===== src/logic/iocot_params.svh =====
// Timing-free constants of the channel termination block: status bit positions and codes.
// Assumes inclusion by bare name from the package and the modules.
`ifndef IOCOT_PARAMS_SVH
`define IOCOT_PARAMS_SVH
`define IOCOT_NSUB 4
`define IOCOT_CNT_W 16
`define IOCOT_ST_W 8
`define IOCOT_DS_ATTN 7
`define IOCOT_DS_SM 6
`define IOCOT_DS_CUE 5
`define IOCOT_DS_BUSY 4
`define IOCOT_DS_CE 3
`define IOCOT_DS_DE 2
`define IOCOT_DS_UC 1
`define IOCOT_DS_UE 0
`define IOCOT_CS_PCI 7
`define IOCOT_CS_IL 6
`define IOCOT_CS_PRG 5
`define IOCOT_CS_PROT 4
`define IOCOT_CS_CDC 3
`define IOCOT_CS_CCC 2
`define IOCOT_CS_ICC 1
`define IOCOT_CS_CHC 0
`define IOCOT_CC_OK 2'h0
`define IOCOT_CC_STORED 2'h1
`define IOCOT_CC_BUSY 2'h2
`define IOCOT_CC_NOTOP 2'h3
`endif


===== src/logic/iocot_pkg.sv =====
// Types shared by the channel termination block.
// Assumes the constants header is on the include path.
`include "iocot_params.svh"
package iocot_pkg;
  typedef enum logic [1:0] {IOCOT_AVAIL, IOCOT_WORK, IOCOT_PEND, IOCOT_DEVBUSY} iocot_sub_t;
  typedef logic [`IOCOT_ST_W-1:0] iocot_stat_t;
endpackage


===== src/logic/iocot_core.sv =====
// Termination core of an I/O channel: begin-I/O, chaining, data-transfer end, interruptions.
// Assumes all inputs are synchronous to i_clk_sys and events are one-cycle pulses.
`timescale 1ns/1ns
module iocot_core
  import iocot_pkg::*;
#(
  parameter int NSUB = `IOCOT_NSUB,
  parameter int CNT_W = `IOCOT_CNT_W
)
(
  // Clock and reset.
  input wire logic i_clk_sys,
  input wire logic i_rst_n,
  // Program side: begin-I/O and interruption handling.
  input wire logic i_begin_io,
  input wire logic [$clog2(NSUB)-1:0] i_sub_sel,
  input wire logic i_prog_err,
  input wire logic i_intr_take,
  input wire logic i_probe_io,
  input wire logic i_stop_io,
  input wire logic i_selector,
  input wire logic i_burst,
  // Command word presented for the current initiation.
  input wire logic i_cmd_chain,
  input wire logic i_cmd_sli,
  input wire logic [CNT_W-1:0] i_cmd_count,
  input wire logic i_addr_bad,
  // Chaining: next command word fetched, or fetch errors.
  input wire logic i_chain_valid,
  input wire logic i_chain_err,
  input wire logic i_prot_err,
  input wire logic i_chck_err,
  // Device side.
  input wire logic i_dev_answer,
  input wire logic [`IOCOT_ST_W-1:0] i_dev_status,
  input wire logic i_dev_notop,
  input wire logic i_dev_end,
  input wire logic i_svc_req,
  input wire logic i_malfunction,
  // Program results.
  output logic o_bio_done,
  output logic [1:0] o_cond_code,
  output logic o_csw_stored,
  output logic [`IOCOT_ST_W-1:0] o_csw_dev,
  output logic [`IOCOT_ST_W-1:0] o_csw_chan,
  output logic [CNT_W-1:0] o_csw_count,
  output logic o_intr_req,
  // Device commands.
  output logic o_svc_ack,
  output logic o_svc_stop,
  output logic o_disconnect,
  output logic o_dev_start,
  // State views.
  output logic o_chan_working,
  output logic [NSUB-1:0] o_sub_working
);
  typedef enum logic [2:0] {C_IDLE, C_INIT, C_XFER, C_WAITDE} iocot_ph_t;
  localparam int SW = $clog2(NSUB);

  // Unusual device status: unit check or unit exception.
  function automatic logic unusual(input logic [`IOCOT_ST_W-1:0] s);
    unusual = s[`IOCOT_DS_UC] | s[`IOCOT_DS_UE];
  endfunction

  iocot_ph_t ph_r;
  logic [SW-1:0] sub_r;
  logic first_r;
  logic chain_r;
  logic sli_r;
  logic imm_r;
  logic stop_r;
  logic addr_bad_r;
  logic [CNT_W-1:0] cnt_r;
  logic [`IOCOT_ST_W-1:0] cs_r;
  logic [`IOCOT_ST_W-1:0] cs_nxt;
  iocot_sub_t st [NSUB];
  logic [NSUB-1:0] ev_start, ev_pend, ev_devb, ev_free, ev_clear;
  logic ans_ce, ans_zero, ans_rej, ans_imm, fin_ce, chk_err, abort;
  logic pend_any;

  assign ans_ce = i_dev_status[`IOCOT_DS_CE];
  assign ans_zero = (i_dev_status == '0) && !i_dev_notop;
  assign ans_rej = i_dev_answer && !ans_imm && !ans_zero;
  // A dead device never counts as an immediate end, whatever its status lines show.
  assign ans_imm = i_dev_answer && ans_ce && !i_dev_notop;
  assign chk_err = i_chain_err | i_prot_err | i_chck_err;
  assign abort = i_malfunction || (i_stop_io && i_selector);
  // end taken in any cycle of transfer
  assign fin_ce = (ph_r == C_XFER) && i_dev_end && i_dev_status[`IOCOT_DS_CE];

  // Per-subchannel state machines.
  genvar g;
  generate
    for (g = 0; g < NSUB; g++)
    begin : g_sub
      iocot_sub u_sub (
        .i_clk_sys(i_clk_sys),
        .i_rst_n(i_rst_n),
        .i_start(ev_start[g]),
        .i_to_pend(ev_pend[g]),
        .i_to_devbusy(ev_devb[g]),
        .i_free(ev_free[g]),
        .i_clear(ev_clear[g]),
        .o_state(st[g])
      );
    end
  endgenerate

  // Events routed to the current or selected subchannel, or to all on interruption take.
  always_comb
  begin
    ev_start = '0;
    ev_pend = '0;
    ev_devb = '0;
    ev_free = '0;
    ev_clear = '0;
    pend_any = 1'b0;
    for (int k = 0; k < NSUB; k++)
    begin
      if (st[k] == IOCOT_PEND)
      begin
        pend_any = 1'b1;
      end
    end
    for (int k = 0; k < NSUB; k++)
    begin
      ev_clear[k] = i_intr_take || (i_probe_io && i_sub_sel == SW'(k));
    end
    // Accepted begin-I/O marks the subchannel working before the answer can free it.
    if (ph_r == C_IDLE && i_begin_io && !i_prog_err && st[i_sub_sel] == IOCOT_AVAIL && !abort)
    begin
      ev_start[i_sub_sel] = 1'b1;
    end
    if (ph_r == C_INIT && i_dev_answer)
    begin
      if (ans_rej && first_r)
      begin
        ev_free[sub_r] = 1'b1;
      end
      if ((ans_rej || chk_err) && !first_r)
      begin
        ev_pend[sub_r] = 1'b1;
      end
      // first immediate frees or leaves device busy
      if (ans_imm && first_r && !chain_r)
      begin
        if (i_dev_status[`IOCOT_DS_DE])
        begin
          ev_free[sub_r] = 1'b1;
        end
        else
        begin
          ev_devb[sub_r] = 1'b1;
        end
      end
      // chained immediate at end of chain
      if (ans_imm && !first_r && (!chain_r || unusual(i_dev_status)))
      begin
        ev_pend[sub_r] = 1'b1;
      end
    end
    if (fin_ce && (!chain_r || cs_r != '0 || unusual(i_dev_status)))
    begin
      ev_pend[sub_r] = 1'b1;
    end
    // fault with later end goes pending
    if ((ph_r == C_XFER || ph_r == C_WAITDE) && i_dev_end && unusual(i_dev_status)
        && (i_dev_status[`IOCOT_DS_CUE] || i_dev_status[`IOCOT_DS_DE]))
    begin
      ev_pend[sub_r] = 1'b1;
    end
    for (int k = 0; k < NSUB; k++)
    begin
      if (st[k] == IOCOT_DEVBUSY && i_dev_end && i_dev_status[`IOCOT_DS_DE]
          && i_sub_sel == SW'(k))
      begin
        ev_pend[k] = 1'b1;
      end
    end
    if (abort && ph_r != C_IDLE)
    begin
      ev_pend[sub_r] = 1'b1;
    end
  end

  // Channel status accumulation, updated in every cycle.
  // status in same cycle
  always_comb
  begin
    cs_nxt = cs_r;
    cs_nxt[`IOCOT_CS_PRG] = cs_r[`IOCOT_CS_PRG] | i_chain_err;
    cs_nxt[`IOCOT_CS_PROT] = cs_r[`IOCOT_CS_PROT] | i_prot_err;
    cs_nxt[`IOCOT_CS_CHC] = cs_r[`IOCOT_CS_CHC] | i_chck_err;
    cs_nxt[`IOCOT_CS_CCC] = cs_r[`IOCOT_CS_CCC] | i_malfunction;
    // chained not operational as interface check
    cs_nxt[`IOCOT_CS_ICC] = cs_r[`IOCOT_CS_ICC]
      | (ph_r == C_INIT && i_dev_answer && i_dev_notop && !first_r);
    cs_nxt[`IOCOT_CS_IL] = cs_r[`IOCOT_CS_IL]
      | (fin_ce && !imm_r && !sli_r && cnt_r != '0);
  end

  // Phase of the operation.
  // stays in transfer until end
  always_ff @(posedge i_clk_sys or negedge i_rst_n)
  begin
    if (!i_rst_n)
    begin
      ph_r <= C_IDLE;
    end
    else if (abort)
    begin
      ph_r <= C_IDLE;
    end
    else
    begin
      case (ph_r)
        C_IDLE:
        begin
          if (i_begin_io && !i_prog_err && st[i_sub_sel] == IOCOT_AVAIL)
          begin
            ph_r <= C_INIT;
          end
        end
        C_INIT:
        begin
          if (ans_rej || chk_err)
          begin
            ph_r <= C_IDLE;
          end
          else if (ans_imm)
          begin
            ph_r <= (chain_r && !unusual(i_dev_status)) ? C_WAITDE : C_IDLE;
          end
          else if (i_dev_answer)
          begin
            ph_r <= C_XFER;
          end
        end
        C_XFER:
        begin
          if (i_dev_end && unusual(i_dev_status))
          begin
            ph_r <= C_IDLE;
          end
          else if (fin_ce)
          begin
            ph_r <= (chain_r && cs_r == '0) ? C_WAITDE : C_IDLE;
          end
        end
        C_WAITDE:
        begin
          if (chk_err || (i_dev_end && unusual(i_dev_status)))
          begin
            ph_r <= C_IDLE;
          end
          else if (i_chain_valid)
          begin
            ph_r <= C_INIT;
          end
        end
        default:
        begin
          ph_r <= C_IDLE;
        end
      endcase
    end
  end

  // Operation context: subchannel, command flags, count, chain position.
  always_ff @(posedge i_clk_sys or negedge i_rst_n)
  begin
    if (!i_rst_n)
    begin
      sub_r <= '0;
      first_r <= 1'b0;
      chain_r <= 1'b0;
      sli_r <= 1'b0;
      imm_r <= 1'b0;
      addr_bad_r <= 1'b0;
      cnt_r <= '0;
      cs_r <= '0;
    end
    else if (ph_r == C_IDLE && i_begin_io)
    begin
      sub_r <= i_sub_sel;
      first_r <= 1'b1;
      chain_r <= i_cmd_chain;
      sli_r <= i_cmd_sli;
      imm_r <= 1'b0;
      addr_bad_r <= i_addr_bad;
      cnt_r <= i_cmd_count;
      cs_r <= '0;
    end
    else
    begin
      cs_r <= cs_nxt;
      if (ph_r == C_INIT && ans_imm)
      begin
        imm_r <= 1'b1;
        addr_bad_r <= 1'b0;
      end
      if (ph_r == C_WAITDE && i_chain_valid)
      begin
        first_r <= 1'b0;
        chain_r <= i_cmd_chain;
        sli_r <= i_cmd_sli;
        imm_r <= 1'b0;
        addr_bad_r <= i_addr_bad;
        cnt_r <= i_cmd_count;
      end
      if (ph_r == C_XFER && i_svc_req && !stop_r && !addr_bad_r && cnt_r != '0)
      begin
        cnt_r <= cnt_r - CNT_W'(1);
      end
    end
  end

  // Stop indication pending for the next service request.
  // stop on zero count or check
  always_ff @(posedge i_clk_sys or negedge i_rst_n)
  begin
    if (!i_rst_n)
    begin
      stop_r <= 1'b0;
    end
    else if (ph_r != C_XFER)
    begin
      stop_r <= 1'b0;
    end
    else if (addr_bad_r || chk_err || (cnt_r == '0 && !chain_r))
    begin
      stop_r <= 1'b1;
    end
  end

  // Service-request replies: data accept or stop.
  // stop is the reply
  always_ff @(posedge i_clk_sys or negedge i_rst_n)
  begin
    if (!i_rst_n)
    begin
      o_svc_ack <= 1'b0;
      o_svc_stop <= 1'b0;
    end
    else
    begin
      o_svc_ack <= (ph_r == C_XFER) && i_svc_req && !stop_r && !addr_bad_r && cnt_r != '0;
      o_svc_stop <= (ph_r == C_XFER) && i_svc_req && (stop_r || addr_bad_r || cnt_r == '0);
    end
  end

  // Begin-I/O result: condition code and stored status.
  always_ff @(posedge i_clk_sys or negedge i_rst_n)
  begin
    if (!i_rst_n)
    begin
      o_bio_done <= 1'b0;
      o_cond_code <= `IOCOT_CC_OK;
      o_csw_stored <= 1'b0;
      o_csw_dev <= '0;
      o_csw_chan <= '0;
      o_csw_count <= '0;
    end
    else
    begin
      o_bio_done <= 1'b0;
      o_csw_stored <= 1'b0;
      if (ph_r == C_IDLE && i_begin_io && (i_prog_err || st[i_sub_sel] != IOCOT_AVAIL))
      begin
        o_bio_done <= 1'b1;
        o_cond_code <= i_prog_err ? `IOCOT_CC_STORED : `IOCOT_CC_BUSY;
        o_csw_stored <= i_prog_err;
        o_csw_chan <= i_prog_err ? (`IOCOT_ST_W'(1) << `IOCOT_CS_PRG) : '0;
        o_csw_dev <= '0;
      end
      else if (ph_r == C_INIT && first_r && i_dev_answer)
      begin
        o_bio_done <= 1'b1;
        if (i_dev_notop)
        begin
          o_cond_code <= `IOCOT_CC_NOTOP;
        end
        else if (ans_rej || (ans_imm && !chain_r))
        begin
          o_cond_code <= `IOCOT_CC_STORED;
          o_csw_stored <= 1'b1;
          o_csw_dev <= i_dev_status;
          o_csw_chan <= cs_nxt;
        end
        else
        begin
          o_cond_code <= `IOCOT_CC_OK;
        end
      end
      else if (|ev_pend)
      begin
        o_csw_dev <= i_dev_status;
        o_csw_chan <= cs_nxt;
        o_csw_count <= cnt_r;
      end
    end
  end

  // Device commands and working views.
  // chain keeps selector channel working
  always_ff @(posedge i_clk_sys or negedge i_rst_n)
  begin
    if (!i_rst_n)
    begin
      o_disconnect <= 1'b0;
      o_dev_start <= 1'b0;
      o_intr_req <= 1'b0;
      o_chan_working <= 1'b0;
      o_sub_working <= '0;
    end
    else
    begin
      o_disconnect <= abort && ph_r != C_IDLE;
      o_dev_start <= ph_r == C_INIT && i_dev_answer && ans_zero && !chk_err;
      o_intr_req <= pend_any;
      o_chan_working <= (ph_r != C_IDLE) && (i_selector || (i_burst && ph_r == C_XFER));
      for (int k = 0; k < NSUB; k++)
      begin
        o_sub_working[k] <= st[k] == IOCOT_WORK;
      end
    end
  end
endmodule


===== src/logic/iocot_sub.sv =====
// One subchannel state machine: available, working, interruption pending, device busy.
// Assumes one-cycle event pulses from the termination core on a single clock.
`timescale 1ns/1ns
module iocot_sub
  import iocot_pkg::*;
(
  // Clock and reset.
  input wire logic i_clk_sys,
  input wire logic i_rst_n,
  // Events from the core.
  input wire logic i_start,
  input wire logic i_to_pend,
  input wire logic i_to_devbusy,
  input wire logic i_free,
  input wire logic i_clear,
  // State.
  output iocot_sub_t o_state
);
  iocot_sub_t state_r;
  assign o_state = state_r;

  // Next state; a new pending event wins over a clear in the same cycle.
  // per-subchannel state
  always_ff @(posedge i_clk_sys or negedge i_rst_n)
  begin
    if (!i_rst_n)
    begin
      state_r <= IOCOT_AVAIL;
    end
    else if (i_to_pend)
    begin
      state_r <= IOCOT_PEND;
    end
    else if (i_to_devbusy)
    begin
      state_r <= IOCOT_DEVBUSY;
    end
    else if (i_start)
    begin
      state_r <= IOCOT_WORK;
    end
    else if (i_free || (i_clear && state_r == IOCOT_PEND))
    begin
      state_r <= IOCOT_AVAIL;
    end
  end
endmodule


===== config.mk =====
export PLATFORM = sky130hd
export DESIGN_NAME = iocot_core
export DESIGN_NICKNAME = d
export VERILOG_FILES = /design/src/logic/iocot_pkg.sv /design/src/logic/iocot_core.sv /design/src/logic/iocot_sub.sv
export VERILOG_INCLUDE_DIRS = /design/src /design/src/logic
export SDC_FILE = /design/constraint.sdc
export NUM_CORES = 1
export LEC_CHECK = 0
export BUFFER_PORTS_ARGS = -buffer_cell sky130_fd_sc_hd__buf_2
export CAP_MARGIN = 20
export CORE_MARGIN = 5
export CORE_UTILIZATION = 49
export DETAILED_ROUTE_END_ITERATION = 10
export PLACE_DENSITY_LB_ADDON = 0.15
export SYNTH_ARGS = -nofsm -noshare
export SYNTH_HDL_FRONTEND = slang
export SYNTH_SLANG_ARGS = --single-unit

===== constraint.sdc =====
create_clock -name i_clk_sys -period 2.2 [get_ports i_clk_sys]
set_input_delay 0.44 -clock i_clk_sys [delete_from_list [all_inputs] [get_ports i_clk_sys]]
set_output_delay 0.44 -clock i_clk_sys [all_outputs]
set_load 0.1 [all_outputs]

# ---- After elaboration in Yosys (flattened, before gate mapping)
# Index checks and enable logic that the tools add are counted.
dict set report totals {
  regBits 87
  in_bits 47
}
dict set report op_classes {
  add_sub_neg 1
  n_lt_le_gt_ge 5
  n_eq_ne 25
  mux 99
  n_bitwise 17
  reduce_logical 132
}
# operator count
set op_table {}
lappend op_table {{8-bit 2-to-1 mux} 10}
lappend op_table {{1-bit logical AND} 72}
lappend op_table {{4-bit 2-to-1 mux} 16}
lappend op_table {{16-bit 2-to-1 mux} 3}
lappend op_table {{2-bit 2-to-1 mux} 24}
lappend op_table {{1-bit 2-to-1 mux} 31}
lappend op_table {{3-bit 2-to-1 mux} 9}
lappend op_table {{1-bit logical OR} 23}
lappend op_table {{2-bit == test, second input constant} 10}
lappend op_table {{4-bit bitwise OR} 5}
lappend op_table {{16-bit logical NOT} 1}
lappend op_table {{8-bit logical NOT} 2}
lappend op_table {{16-bit nonzero test} 1}
lappend op_table {{4-bit nonzero test} 4}
lappend op_table {{16-bit by 1-bit subtractor with 16-bit output, second input constant} 1}
lappend op_table {{1-bit logical NOT} 13}
lappend op_table {{3-bit case mux with 4 select lines} 1}
lappend op_table {{3-bit nonzero test} 4}
lappend op_table {{2-bit by 1-bit == test with 1-bit output, second input constant} 5}
lappend op_table {{1-bit bitwise OR} 9}
lappend op_table {{4-bit by 3-bit inequality test with 1-bit output, second input constant} 2}
lappend op_table {{2-bit nonzero test} 4}
lappend op_table {{8-bit nonzero test} 1}
lappend op_table {{7-bit 2-to-1 mux} 1}
lappend op_table {{other kinds (18)} 27}

# ---- Longest topological paths before layout
dict set report logic_depth {
  depth_word 23
  mapped_depth 10
  ltp_nobuf 9
}

# ---- Modules after synthesis
# Synthesis repeated with hierarchy kept, for this count alone.
dict set report hier_totals {
  hier_cells 433
  hier_area_um2 4241.6
}
# mod n_inst cells_per_inst area_per_inst_um2 seq_area_each_um2
set modules_own_cells {}
lappend modules_own_cells {iocot_core 1 401 3901.2 1901.8}
lappend modules_own_cells {iocot_sub 4 8 85.1 50.0}

# ---- Worst setup path after synthesis
# OpenSTA, ideal clock, no wires.
dict set report synth_timing {
  kind {in2reg}
  from {in i_dev_answer}
  to {reg o_csw_count[0]}
  arrival_time_ps 2421
  t_required_ps 2075
  path_slack_ps -346
  cell_stages 9
  n_path_buf 3
  path_cell_list {clkbuf_8 nand3b_1 a21oi_2 o41a_1 or4_4 buf_6 o21ai_4 buf_12 mux2_4}
}
dict set report synth_between {
  elab_chain_len 21
  elab_cells_between_ends 29
  classes_between {mux (11); bitwise (5); reduce/logical (13)}
}
# element line
set synth_lines {}
lappend synth_lines {{start: declaration} iocot_core.sv:34} ;# input wire logic i_dev_answer,
lappend synth_lines {{1-bit logical AND (2 in a row)} iocot_core.sv:85} ;# assign ans_imm = i_dev_answer && ans_ce && !i_dev_notop;
lappend synth_lines {{1-bit logical NOT} iocot_core.sv:83} ;# assign ans_rej = i_dev_answer && !ans_imm && !ans_zero;
lappend synth_lines {{1-bit logical AND (2 in a row)} iocot_core.sv:83}
lappend synth_lines {{1-bit logical OR} iocot_core.sv:140} ;# if ((ans_rej || chk_err) && !first_r)
lappend synth_lines {{1-bit logical AND} iocot_core.sv:140}
lappend synth_lines {{4-bit 2-to-1 mux} iocot_core.sv:140}
lappend synth_lines {{4-bit 2-to-1 mux} iocot_core.sv:134} ;# if (ph_r == C_INIT && i_dev_answer)
lappend synth_lines {{4-bit bitwise OR (no source line)} --}
lappend synth_lines {{[3 not listed]} --}
lappend synth_lines {{4-bit 2-to-1 mux} iocot_core.sv:162} ;# if (fin_ce && (!chain_r || cs_r != '0 || unusual(i_dev_status)))
lappend synth_lines {{4-bit bitwise OR (no source line)} --}
lappend synth_lines {{4-bit 2-to-1 mux} iocot_core.sv:167} ;# if ((ph_r == C_XFER || ph_r == C_WAITDE) && i_dev_end && unusual(i_dev_status)
lappend synth_lines {{1-bit 2-to-1 mux} iocot_core.sv:174} ;# if (st[k] == IOCOT_DEVBUSY && i_dev_end && i_dev_status[`IOCOT_DS_DE]
lappend synth_lines {{4-bit bitwise OR (no source line)} --}
lappend synth_lines {{4-bit 2-to-1 mux} iocot_core.sv:180} ;# if (abort && ph_r != C_IDLE)
lappend synth_lines {{4-bit OR reduction} iocot_core.sv:395} ;# else if (|ev_pend)
lappend synth_lines {{3-bit AND reduction (no source line) (*)} --}
lappend synth_lines {{end signal: assignment} iocot_core.sv:399} ;# o_csw_count <= cnt_r;
lappend synth_lines {{end: declaration} iocot_core.sv:46} ;# output logic [CNT_W-1:0] o_csw_count,
# Every way passes the cells marked *; elsewhere a longest branch is shown, timed or not. The select of a mux whose other input is x is not followed.
# A chain may end at the register's enable or synchronous reset.

# ---- Worst setup path after layout
dict set report layout_timing {
  from {in i_dev_status[4]}
  to {reg o_csw_count[2]}
}
dict set report layout_between {
  elab_chain_len 20
  elab_cells_between_ends 23
  classes_between {mux (11); bitwise (4); reduce/logical (8)}
}
# element line
set layout_lines {}
lappend layout_lines {{start: declaration} iocot_core.sv:35} ;# input wire logic [`IOCOT_ST_W-1:0] i_dev_status,
lappend layout_lines {{8-bit logical NOT (*)} iocot_core.sv:82} ;# assign ans_zero = (i_dev_status == '0) && !i_dev_notop;
lappend layout_lines {{1-bit logical AND (*)} iocot_core.sv:82}
lappend layout_lines {{1-bit logical NOT (*)} iocot_core.sv:83}
lappend layout_lines {{1-bit logical AND (*)} iocot_core.sv:83}
lappend layout_lines {{1-bit logical OR (*)} iocot_core.sv:140}
lappend layout_lines {{1-bit logical AND (*)} iocot_core.sv:140}
lappend layout_lines {{4-bit 2-to-1 mux (*)} iocot_core.sv:140}
lappend layout_lines {{4-bit 2-to-1 mux (*)} iocot_core.sv:134}
lappend layout_lines {{[4 not listed]} --}
lappend layout_lines {{4-bit 2-to-1 mux (*)} iocot_core.sv:162}
lappend layout_lines {{4-bit bitwise OR (no source line)} --}
lappend layout_lines {{4-bit 2-to-1 mux (*)} iocot_core.sv:167}
lappend layout_lines {{1-bit 2-to-1 mux} iocot_core.sv:174}
lappend layout_lines {{4-bit bitwise OR (no source line)} --}
lappend layout_lines {{4-bit 2-to-1 mux (*)} iocot_core.sv:180}
lappend layout_lines {{4-bit OR reduction (*)} iocot_core.sv:395}
lappend layout_lines {{3-bit AND reduction (no source line) (*)} --}
# Marks and branches as above.

==> impl_metrics.ini <==
[detailed_routing]
vias_per_cell = 5.86
dr_total_vias = 4211
firstDrtPassIters = 5
drt_iter0_markers = 281
final_antenna_net_count = 0
wl_per_cell_um = 18.1
routed_wl_um = 13000
drc = 0

[clock_network]
clkTransAtPathRegs_ps = 80
cts_max_level = 3
cts_buffer_depth = 2
clkLatencyLatePin_ps = 360
root_buffer = clkbuf_8
numCtsBuffers = 9
cts_sinks = 84
cts_tree = built

[synth]
synth_edf_count = 0
post_synth.cell_area_avg_sq_um = 10.0
ys_warn_count = 0
synth_compound_area_frac = 0.170
synth_top_family_by_area = simple AND/OR/NAND/NOR gates
synth_cell_types = 60
synthCells = 415
synthMuxAreaShare = 0.0708
syn-cell-area_sq_um = 4170
yosys.area_share.simple = 0.211
synth_area_leaders = dfrtp_1 50%, nor2_1 5.1%, mux2_4 3.6%
ys.flop_type = dfrtp_1
synth_async_sr_flop_share = 1.00
synth-seq-cells = 84
synthXorXnorAreaFrac = 0
yosys.area.top_type = dfrtp_1
ys_seq_area_frac = 0.504
synth_top_area_share = 0.504
synth_fa_ha_area_frac = 0.00300

[placed_design]
dpl_cell_area_sq_um = 5340
gp_congestion = 0.923
numPortBuffers = 90
place_ws_ps = -407
hpwl_um = 9090

[sta]
worst_slack_ps = -114
tightest_slew_ps = 556
period_needed_ps = 2310
fmax_ghz = 0.432
hold_viol_final = 0
fin_hold_ws_ps = 286
maxSlewHeadroom = 0.628
setup_violations = 21
drv_slew = 0
rsz0062_at_grt = true
period_share = 1.05
fin_skew_ps = 14.8

[die]
fp.dieW_um = 102
start_util = 0.505
die_area_sq_um = 10500
row_count = 33
io_pins = 93
fp.coreArea_sq_um = 8260
die_h_um = 102

[setup_path]
crit_path_max_incr_delay_ps = 560
rrSetupSlack_ps = -100
arrival_ps = 2550
critPathKind = primary input to register
startpoint_type = primary input
cp_top_family = simple AND/OR/NAND/NOR gates
cp.buffers_inverters = 2
cp_slowest_cell = or4_4
crit_required_ps = 2440
crit_path_max_fanout = 8
critical_path.cell_chain = buf_2 -> nor4_4 -> a31oi_2 -> and3_1 -> or4_4 -> o21ai_4 -> clkbuf_16 -> mux2_4
cp-end-kind = register

[outcome]
status = finished with violations
violations = negative setup slack

[global_routing]
grt_pass1_wl_um = 20700
antenna_found_initial = 0
grt-ovfl-total = 0
grt_max_degree = 30
grt_pass1_vias = 4223
track_usage = 0.251

[final_layout]
final_design_area_no_fill_sq_um = 5980
finish.utilization = 0.724
nets = 657
area_growth_syn_to_layout_pct = 43.4
drive_gt1_frac = 0.460
diodes = 0
fillCellCount = 610
regArea_sq_um = 2100
multiInputGateArea_sq_um = 2120

[power]
leakage_nw = 2.87
pwr-share-clk = 0.131
powerDensity_nw_per_um2 = 1520
pwr-share-comb = 0.588
ir_drop_uv = 968
power_switching_mw = 4.77
seq_power_share = 0.281
power.internal_mw = 4.32
p_sw_frac = 0.525

[hold_path]
hold_path_class = primary input to register

[job]
max-cap-violations = 0
## tightest hold or removal path, cell delays in order
cell and delay, ps:
buf_2 80, nand2_1 40, nand2_1 50
## repair_timing
item                                   4_1_cts  5_1_grt
endpoints found under the hold margin       23        0
pin swaps                                    5       19
resized for setup                           14       45
hold buffers                                 1        0
setup endpoints to repair                   22       54
setup buffers                               13       10
cloned                                       1        1
## final timing paths
| path | start | to | cells after the start |
|---|---|---|---|
| worst min-delay path | i_cmd_sli | sli_r | 3 |
| worst min register to register | sli_r | sli_r | 2 |
| worst max register to register | ph_r[1] | o_csw_count[2] | 8 |
| worst max-delay path | i_dev_status[4] | o_csw_count[2] | 8 |
| min in group asynchronous | i_rst_n | o_sub_working[1] | 2 |
| max in group asynchronous | i_rst_n | cnt_r[3] | 3 |
## flip-flops by register name, summed over array words and instances (netlist names), 2 cells and up
register,cells
cnt_r,16
o_csw_count,16
g_sub.u_sub.o_state,8
o_csw_dev,8
cs_r,6
o_csw_chan,6
o_sub_working,4
o_cond_code,2
ph_r,2
sub_r,2
## logic make-up (layout without fill, tap and decap cells)
group	count (synthesis)	count (layout)
compound gates	97	97
fa+ha+maj	1	1
buf+inv	32	229
flops	84	84
mux	22	22
other cells	1	2
simple gates	178	178
## cells in the final DEF, fill, tap and decap left out, drive strengths merged, types with 5 or more instances in the layout
cell type / Yosys / routed
a21oi: 16 / 16
nor2: 57 / 57
nand2: 37 / 37
o211ai: 7 / 7
mux2: 20 / 20
a221o: 5 / 5
nor3: 12 / 12
dfrtp: 84 / 84
clkbuf: 11 / 11
a32o: 9 / 9
nand4: 6 / 6
nor4: 9 / 9
inv: 15 / 16
buf: 6 / 196
nand3: 19 / 19
nand3b: 5 / 5
and2: 6 / 6
o21ai: 22 / 22
a31oi: 9 / 9
nor2b: 7 / 7
## power by group through the flow
| stage | Combinational [mW] | Clock, mW | Sequential, mW |
|---|---|---|---|
| global placement | 4.89 | 0 | 2.52 |
| floorplan | 1.39 | 0 | 4.87 |
| global route | 5.60 | 1.29 | 2.63 |
| detailed placement | 4.95 | 0 | 2.55 |
| CTS | 5.15 | 1.21 | 2.52 |
| finish | 5.34 | 1.19 | 2.56 |
## layout make-up
cell class,count,area share
multi-input combinational,300,0.355
sequential,84,0.352
timing repair buffer,199,0.226
tap,105,0.0220
clock buffer,9,0.0207
clock inverter,6,0.0147
inverter,15,0.00942
## Yosys cell counts, types with 7 or more instances
library cell  count
dfrtp_1          84
nor2_1           57
nand2_1          37
o21ai_0          21
nand3_1          19
inv_1            15
a21oi_1          14
nor3_1           12
clkbuf_1         10
mux2_2           10
mux2_4           10
a31oi_1           9
a32o_1            9
nor4_1            9
nor2b_1           7
o211ai_1          7
## metal layers
metal,global-route usage,share of wire,vias to the layer above
li1,-,-,1926
met1,0.350,0.43,2089
met2,0.407,0.49,170
met3,0.0423,0.058,26
met4,0.0676,0.017,0
met5,0,0,-
## stage by stage
step	setup TNS [ps]	instances	power, mW
2_1_floorplan	-3880	416	6.26
5_1_grt	-5130	718	9.53
4_1_cts	-1760	709	8.89
3_3_place_gp	-7640	679	7.41
6_report	-1530	718	9.09
3_5_place_dp	-9600	679	7.51
No activity file was read; power rests on OpenSTA's default activity.
